`src/verilog/pdm_pkg.sv`:
```
// Package of constants and types for the port D/E alternate-function multiplexer.
package pdm_pkg;

  // Pin positions within the port D slice.
  localparam int PD_SCK = 4;
  localparam int PD_SS_MOSI = 3;
  localparam int PD_MISO = 2;
  localparam int PD_DIVIDED_CLOCK_OUT = 1;
  localparam int PD_SSA = 0;
  localparam int PD_W = 5;

  // Pin positions within the port E slice.
  localparam int PE_XOUT = 2;
  localparam int PE_XIN = 1;
  localparam int PE_RST = 0;
  localparam int PE_W = 3;

  // Reset values of the registered outputs.
  localparam logic [4:0] PD_RESET_VAL = 5'h00;
  localparam logic [2:0] PE_RESET_VAL = 3'h0;

  // Registered state of the multiplexer.
  typedef struct packed {
    logic [4:0] pd_oe;
    logic [4:0] pd_out;
    logic [4:0] pd_pullup;
    logic [4:0] pd_in;
    logic [2:0] pe_oe;
    logic [2:0] pe_out;
    logic [2:0] pe_pullup;
    logic [2:0] pe_in;
    logic [2:0] pe_dir_rd;
    logic [2:0] pe_port_rd;
    logic spi_slave_sel_n;
    logic spi_alt_slave_sel_n;
    logic capture_in;
    logic ext_reset_n;
    logic xtal_clock_in;
  } pdm_state_t;

endpackage : pdm_pkg
```
`src/verilog/pdm_mux.sv`:
```
// Alternate-function pin multiplexer for port D bits 4..0 and port E bits 2..0.
//
// Operation
// SPI slave forces PD4 clock pin input
// SPI master: PD4 direction bit decides
// Forced SPI inputs keep port-bit pull-up
// PD4 feeds timer 1 input capture
// Timer 0 compare A drives PD3 if output
// Slave: PD3 input select, active low
// PD3 data: slave input, master follows direction
// Timer 1 compare A drives PD2 if output
// PD2 master input; slave follows direction
// Clock fuse drives divided clock on PD1
// Divided clock continues during reset
// Slave: PD0 input alternate select, active low
// Master: PD0 direction bit controls
// Crystal use disconnects PE2/PE1 from GPIO
// PE1 clock input unless internal RC
// Timer 0 compare B drives PE1 if output
// Reset-disable fuse: PE0 is plain GPIO
// Reset pin mode: PE0 reads zero
// Overrides apply only while enabled
`timescale 1ns/1ps
module pdm_mux (
  input wire logic mclk,
  input wire logic reset_n,
  input wire logic clk_en,
  // Port D general-purpose register bits.
  input wire logic [4:0] dir_bits_pd,
  input wire logic [4:0] out_bits_pd,
  input wire logic pullup_disable,
  // Port E general-purpose register bits.
  input wire logic [2:0] dir_bits_pe,
  input wire logic [2:0] out_bits_pe,
  // SPI control and data.
  input wire logic spi_enable,
  input wire logic spi_master,
  input wire logic spi_alt_pins,
  input wire logic spi_sck_out,
  input wire logic spi_mosi_out,
  input wire logic spi_miso_out,
  // Timer compare outputs and their enables.
  input wire logic timer0_compare_a_out,
  input wire logic timer0_compare_a_en,
  input wire logic timer1_compare_a_out,
  input wire logic timer1_compare_a_en,
  input wire logic timer0_compare_b_out,
  input wire logic timer0_compare_b_en,
  // Clocking and fuses.
  input wire logic divided_clock_out,
  input wire logic clock_output_fuse,
  input wire logic crystal_clock_sel,
  input wire logic internal_rc_sel,
  input wire logic reset_pin_disable_fuse,
  // Pad levels seen on the pins.
  input wire logic [4:0] pad_in_pd,
  input wire logic [2:0] pad_in_pe,
  // Pad controls.
  output logic [4:0] pad_oe_pd,
  output logic [4:0] pad_out_pd,
  output logic [4:0] pad_pullup_pd,
  output logic [2:0] pad_oe_pe,
  output logic [2:0] pad_out_pe,
  output logic [2:0] pad_pullup_pe,
  // Values returned to the port registers and peripherals.
  output logic [4:0] pin_read_pd,
  output logic [2:0] pin_read_pe,
  output logic [2:0] dir_read_pe,
  output logic [2:0] port_read_pe,
  output logic spi_slave_sel_n,
  output logic spi_alt_slave_sel_n,
  output logic timer1_capture_in,
  output logic ext_reset_n,
  output logic crystal_in_pin
);
  import pdm_pkg::*;

  pdm_state_t s_q;
  pdm_state_t s_d;
  logic spi_slave;
  logic spi_mast;
  logic divided_clock_out_on;

  // SPI role decode shared by several pins.
  assign spi_slave = spi_enable & ~spi_master & spi_alt_pins;
  assign spi_mast = spi_enable & spi_master & spi_alt_pins;
  assign divided_clock_out_on = clock_output_fuse;

  // Next-state logic: general-purpose defaults first, then each override
  // only while its enable holds, so control falls back to the port bits.
  always_comb begin
    s_d = s_q;
    // Plain port behaviour as the baseline.
    s_d.pd_oe = dir_bits_pd;
    s_d.pd_out = dir_bits_pd & out_bits_pd;
    s_d.pd_pullup = ~dir_bits_pd & out_bits_pd & {PD_W{~pullup_disable}};
    s_d.pd_in = pad_in_pd;
    s_d.pe_oe = dir_bits_pe;
    s_d.pe_out = dir_bits_pe & out_bits_pe;
    s_d.pe_pullup = ~dir_bits_pe & out_bits_pe & {PE_W{~pullup_disable}};
    s_d.pe_in = pad_in_pe;
    s_d.pe_dir_rd = dir_bits_pe;
    s_d.pe_port_rd = out_bits_pe;

    // PD4: SPI clock. Slave forces input, pull-up still follows the port bit.
    if (spi_slave) begin
      s_d.pd_oe[PD_SCK] = 1'b0;
      s_d.pd_out[PD_SCK] = 1'b0;
      s_d.pd_pullup[PD_SCK] = out_bits_pd[PD_SCK] & ~pullup_disable;
    end else if (spi_mast && dir_bits_pd[PD_SCK]) begin
      s_d.pd_out[PD_SCK] = spi_sck_out;
    end
    s_d.capture_in = pad_in_pd[PD_SCK];

    // PD3: compare A of timer 0 or SPI data; slave select when slave.
    if (spi_slave) begin
      s_d.pd_oe[PD_SS_MOSI] = 1'b0;
      s_d.pd_out[PD_SS_MOSI] = 1'b0;
      s_d.pd_pullup[PD_SS_MOSI] = out_bits_pd[PD_SS_MOSI] & ~pullup_disable;
    end else if (spi_mast && dir_bits_pd[PD_SS_MOSI]) begin
      s_d.pd_out[PD_SS_MOSI] = spi_mosi_out;
    end else if (timer0_compare_a_en && dir_bits_pd[PD_SS_MOSI]) begin
      s_d.pd_out[PD_SS_MOSI] = timer0_compare_a_out;
    end
    // The select is only meaningful to the SPI in slave mode; idle high otherwise.
    s_d.spi_slave_sel_n = spi_slave ? pad_in_pd[PD_SS_MOSI] : 1'b1;

    // PD2: compare A of timer 1 or SPI master input.
    if (spi_mast) begin
      s_d.pd_oe[PD_MISO] = 1'b0;
      s_d.pd_out[PD_MISO] = 1'b0;
      s_d.pd_pullup[PD_MISO] = out_bits_pd[PD_MISO] & ~pullup_disable;
    end else if (spi_slave && dir_bits_pd[PD_MISO]) begin
      s_d.pd_out[PD_MISO] = spi_miso_out;
    end else if (timer1_compare_a_en && dir_bits_pd[PD_MISO]) begin
      s_d.pd_out[PD_MISO] = timer1_compare_a_out;
    end

    // PD1: divided clock wins over data and direction bits.
    if (divided_clock_out_on) begin
      s_d.pd_oe[PD_DIVIDED_CLOCK_OUT] = 1'b1;
      s_d.pd_out[PD_DIVIDED_CLOCK_OUT] = divided_clock_out;
      s_d.pd_pullup[PD_DIVIDED_CLOCK_OUT] = 1'b0;
    end

    // PD0: alternate slave select.
    if (spi_slave) begin
      s_d.pd_oe[PD_SSA] = 1'b0;
      s_d.pd_out[PD_SSA] = 1'b0;
      s_d.pd_pullup[PD_SSA] = out_bits_pd[PD_SSA] & ~pullup_disable;
    end
    // In master mode PD0 keeps the plain direction bit.
    s_d.spi_alt_slave_sel_n = spi_slave ? pad_in_pd[PD_SSA] : 1'b1;

    // PE2/PE1: crystal pins leave the pad and pin-read paths while in use; direction and port reads remain.
    if (crystal_clock_sel) begin
      s_d.pe_oe[PE_XOUT] = 1'b0;
      s_d.pe_out[PE_XOUT] = 1'b0;
      s_d.pe_pullup[PE_XOUT] = 1'b0;
      s_d.pe_in[PE_XOUT] = 1'b0;
    end
    if (!internal_rc_sel) begin
      s_d.pe_oe[PE_XIN] = 1'b0;
      s_d.pe_out[PE_XIN] = 1'b0;
      s_d.pe_pullup[PE_XIN] = 1'b0;
      s_d.pe_in[PE_XIN] = 1'b0;
    end else if (timer0_compare_b_en && dir_bits_pe[PE_XIN]) begin
      s_d.pe_out[PE_XIN] = timer0_compare_b_out;
    end
    s_d.xtal_clock_in = internal_rc_sel ? 1'b0 : pad_in_pe[PE_XIN];

    // PE0: reset pin unless the disable fuse is programmed.
    if (reset_pin_disable_fuse) begin
      s_d.ext_reset_n = 1'b1;
    end else begin
      s_d.ext_reset_n = pad_in_pe[PE_RST];
      s_d.pe_oe[PE_RST] = 1'b0;
      s_d.pe_out[PE_RST] = 1'b0;
      s_d.pe_pullup[PE_RST] = 1'b0;
      s_d.pe_in[PE_RST] = 1'b0;
      s_d.pe_dir_rd[PE_RST] = 1'b0;
      s_d.pe_port_rd[PE_RST] = 1'b0;
    end
  end

  // State register. Reset loads constants only; the clock-out pin is
  // restored combinationally below so that it keeps running in reset.
  always_ff @(posedge mclk or negedge reset_n) begin
    if (!reset_n) begin
      s_q <= '0;
      s_q.spi_slave_sel_n <= 1'b1;
      s_q.spi_alt_slave_sel_n <= 1'b1;
      s_q.ext_reset_n <= 1'b1;
    end else if (clk_en) begin
      s_q <= s_d;
    end
  end

  // Output drive. The divided clock on PD1 bypasses the register because the
  // register is held in reset; this is the one path that is not flopped, the
  // trade being a live clock out while everything else is quiet.
  always_comb begin
    pad_oe_pd = s_q.pd_oe;
    pad_out_pd = s_q.pd_out;
    if (divided_clock_out_on) begin
      pad_oe_pd[PD_DIVIDED_CLOCK_OUT] = 1'b1;
      pad_out_pd[PD_DIVIDED_CLOCK_OUT] = divided_clock_out;
    end
  end

  assign pad_pullup_pd = s_q.pd_pullup;
  assign pad_oe_pe = s_q.pe_oe;
  assign pad_out_pe = s_q.pe_out;
  assign pad_pullup_pe = s_q.pe_pullup;
  assign pin_read_pd = s_q.pd_in;
  assign pin_read_pe = s_q.pe_in;
  assign dir_read_pe = s_q.pe_dir_rd;
  assign port_read_pe = s_q.pe_port_rd;
  assign spi_slave_sel_n = s_q.spi_slave_sel_n;
  assign spi_alt_slave_sel_n = s_q.spi_alt_slave_sel_n;
  assign timer1_capture_in = s_q.capture_in;
  assign ext_reset_n = s_q.ext_reset_n;
  assign crystal_in_pin = s_q.xtal_clock_in;

endmodule : pdm_mux

```
`config.mk`:
```
export PLATFORM = sky130hd
export DESIGN_NAME = pdm_mux
export DESIGN_NICKNAME = d
export VERILOG_FILES = /design/src/verilog/pdm_pkg.sv /design/src/verilog/pdm_mux.sv
export SDC_FILE = /design/constraint.sdc
export NUM_CORES = 1
export LEC_CHECK = 0
export BUFFER_PORTS_ARGS = -buffer_cell sky130_fd_sc_hd__buf_2
export CAP_MARGIN = 30
export CORE_MARGIN = 2
export CORE_UTILIZATION = 51
export CTS_CLUSTER_DIAMETER = 40
export DETAILED_ROUTE_END_ITERATION = 8
export PLACE_DENSITY = 0.95
export SLEW_MARGIN = 20
export SYNTH_ARGS = -nofsm -noshare
export SYNTH_HDL_FRONTEND = slang
export SYNTH_SLANG_ARGS = --single-unit
```
`constraint.sdc`:
```
create_clock -name mclk -period 1.3 [get_ports mclk]
set_input_delay 0.065 -clock mclk [delete_from_list [all_inputs] [get_ports mclk]]
set_output_delay 0.065 -clock mclk [all_outputs]
set_load 0.01 [all_outputs]
```
==> qor.csv <==
stage,metric,value,unit
worst_setup_path,crit path DAT,1.08,ns
route,drt wl/cell,12.9,um
route,DRC Markers,0,
clock_tree,CTS tree,built,
yosys,"Cell Area, Synth",2100,um^2
clock_tree,clock buffer count from CTS,5,
clock_tree,clock buffer depth,2,
yosys,distinct cell type count after synthesis,31,
place,setup slack at placement,0.326,ns
timing,final setup TNS,0,ns
global_routing,number of global-route vias before repair,1414,
hold_path,HP Class,in2reg,
place,placed insts,301,
worst_setup_path,Crit. End Element,output pin,
clock_tree,hold-fix buffers at CTS,2,
layout,# nets final,305,
timing,ratio of final minimum period to clock period,0.878,
timing,unrepaired setup endpoints after global routing,false,
yosys,number of flops mapped to enable cells by yosys,0,
timing,slew margin rel.,0.675,
timing,Slew @ Worst Pin,0.488,ns
die,die width,68.2,um
power,Leak,1.26,nW
worst_setup_path,"setup slack, reg-to-reg",0.53,ns
route,Iteration-0 DRC Markers,74,
worst_setup_path,max incr delay on CP,0.38,ns
place,IO Port Bufs,87,
worst_setup_path,Worst Setup Start Kind,register,
yosys,dominant synthesized flop cell,dfrtp_1,
place,detailed placement HPWL,3090,um
yosys,synthesized instance count,204,
timing,Final Slew Violations,0,
die,Chip Height,68.2,um
yosys,post-synth top area share,0.452,
timing,final setup vio count,0,
clock_tree,Skew-Pair Late Insertion Delay,0.28,ns
clock_tree,# resized after CTS,0,
route,drt first pass iters,4,
worst_setup_path,Critical R2R Capture,pad_pullup_pd[4],
yosys,Mapped Nets,249,
yosys,"Avg Cell Area, Syn",10.3,um^2
timing,hold slack,0.0106,ns
worst_setup_path,critical path class,reg2out,
clock_tree,CTS H-tree lvls,2,
worst_setup_path,CP Capture Point,pad_oe_pd[1],
layout,layout cells sized above 1,0.475,
worst_setup_path,Crit. Startpoint,s_q[39],
timing,fin worst setup slack,0.158,ns
power,P per Cell Area,1130,nW/um^2
die,number of cell rows,23,
timing,Fin. Hold Viols,0,
route,Routed Antenna Nets,0,
global_routing,first-pass GRT wire length,6340,um
yosys,synthesized flop and latch total,41,
worst_setup_path,CP max FO,2,
place,GP Congestion,0.741,
die,core area,3970,um^2
worst_setup_path,"Cell Chain, Critical Path",or2_2 -> buf_2,
yosys,Async SR Flop Fraction,1.00,
die,die area,4650,um^2
yosys,Synth warnings,0,
timing,Tmin final,1.14,ns
global_routing,overflow left after global routing,0,
yosys,"top cells by area, synth","dfrtp_1 45%, buf_4 14%, mux2_2 6.4%",
yosys,share of the yosys chip area belonging to registers,0.490,
timing,Worst Skew,0,ns
yosys,cell taking the most area after synthesis,dfrtp_1,
die,IO Count,88,
timing,fmax,876,MHz
clock_tree,"Reg clk slew, reported paths",0.07,ns
global_routing,gr usage total,0.188,
layout,Post-Layout Cell Count,311,
die,initial core utilization,0.530,
run_status,status,"finished, final reports clean",
layout,n_diodes,0,
global_routing,antenna violations before repair,0,
power,Worst VDD drop,0.614,mV
clock_tree,clock sink count,41,
layout,synth-to-layout area growth,16.5,%
worst_setup_path,critical path's slowest cell,dfrtp_1,
worst_setup_path,Worst Path Required,1.24,ns
worst_setup_path,Register-to-Register Path Depth,1,
global_routing,largest net degree at the start of global routing,46,
run,max-cap check violation count,0,
worst_setup_path,Reg-to-Reg Start,pad_pullup_pd[4],
route,routed vias,1519,
clock_tree,Root Driver,clkbuf_8,
route,total routed wirelength,4010,um
yosys,synth cell count leaders,"38 x buf_4, 38 x dfrtp_1, 25 x inv_1",
route,routed vias/inst,4.88,
clock_tree,post-CTS setup buffer count,0,
layout by cell type (no fill, tap or decap):
master and instances:
mux2_2 12, nand3b_1 4, nor4bb_1 1, a31oi_1 1, clkbuf_1 2, o21ai_2 1, nand3b_4 1, nand2_1 9
inv_1 25, dlygate4sd3_1 2, nand2_2 1, a21oi_1 8, nand4_1 2, or2_2 1, mux2_4 1, and2_4 2
nand4b_1 1, nand2b_1 2, nand3_1 7, buf_2 87, dfstp_2 3, a211o_2 1, nor2_1 10, o21a_1 2
nor3_1 1, buf_12 2, o21ai_0 15, clkbuf_8 6, dfrtp_1 38, mux2i_1 3, buf_4 1, and4_2 1
o22ai_1 4, o32ai_2 4
logic make-up after synthesis:
family	after synthesis	synth area share
simple gates	43	0.117
buf+inv	68	0.192
compound gates	36	0.117
mux	16	0.0857
flops	41	0.490
layout make-up:
type                       instances  area (um^2)
fill                             331         1520
sequential                        41         1030
multi-input combinational         95          671
timing repair buffer              92          503
inverter                          25         93.8
clock buffer                       8         90.1
tap                               50         62.6
critical path: cells and delay by family (launching register included):
family / cells / cell delay (ns)
buf+inv: 1 / 0.14
flops: 1 / 0.38
simple gates: 1 / 0.27
how the worst min path moves through the flow:
| stage | start | end | slack (ns) | depth (start not counted) |
|---|---|---|---|---|
| floorplan | reset_n | crystal_in_pin | -0.23 | 0 |
| global placement | reset_n | pin_read_pd[4] | 0.04 | 1 |
| detailed placement | reset_n | pin_read_pd[4] | 0.06 | 1 |
| CTS | pad_in_pd[1] | pin_read_pd[1] | 0.003 | 2 |
| global route | pad_in_pd[2] | pin_read_pd[2] | 0.003 | 2 |
| finish | pad_in_pd[1] | pin_read_pd[1] | 0.01 | 2 |
registers in the layout, summed over array words and instances (netlist names), 2 cells and up:
name           flops
dir_read_pe        2
pad_oe_pd          4
pad_oe_pe          3
pad_out_pd         4
pad_out_pe         3
pad_pullup_pd      5
pad_pullup_pe      3
pin_read_pd        5
pin_read_pe        3
port_read_pe       3
s_q                2
layer usage:
metal	track usage	routed length, um	vias up
met1	0.220	1650	713
met4	0.0925	51	0
met3	0.0428	231	5
li1	-	-	753
met5	0	0	-
met2	0.322	2080	48
where the power goes:
group          internal [mW]  switching (mW)
combinational          0.239           0.262
clock                  0.433           0.404
sequential              1.38          0.0498
through the flow:
step | area [um^2] | power [mW] | utilization
after floorplan | 2100 | 1.82 | -
after global placement | 2340 | 1.94 | 0.589
after detailed placement | 2340 | 1.96 | 0.589
after CTS | 2450 | 2.80 | 0.617
after global routing | 2450 | 2.92 | 0.617
final | 2450 | 2.77 | 0.617
(Power assumes the default switching activity.)
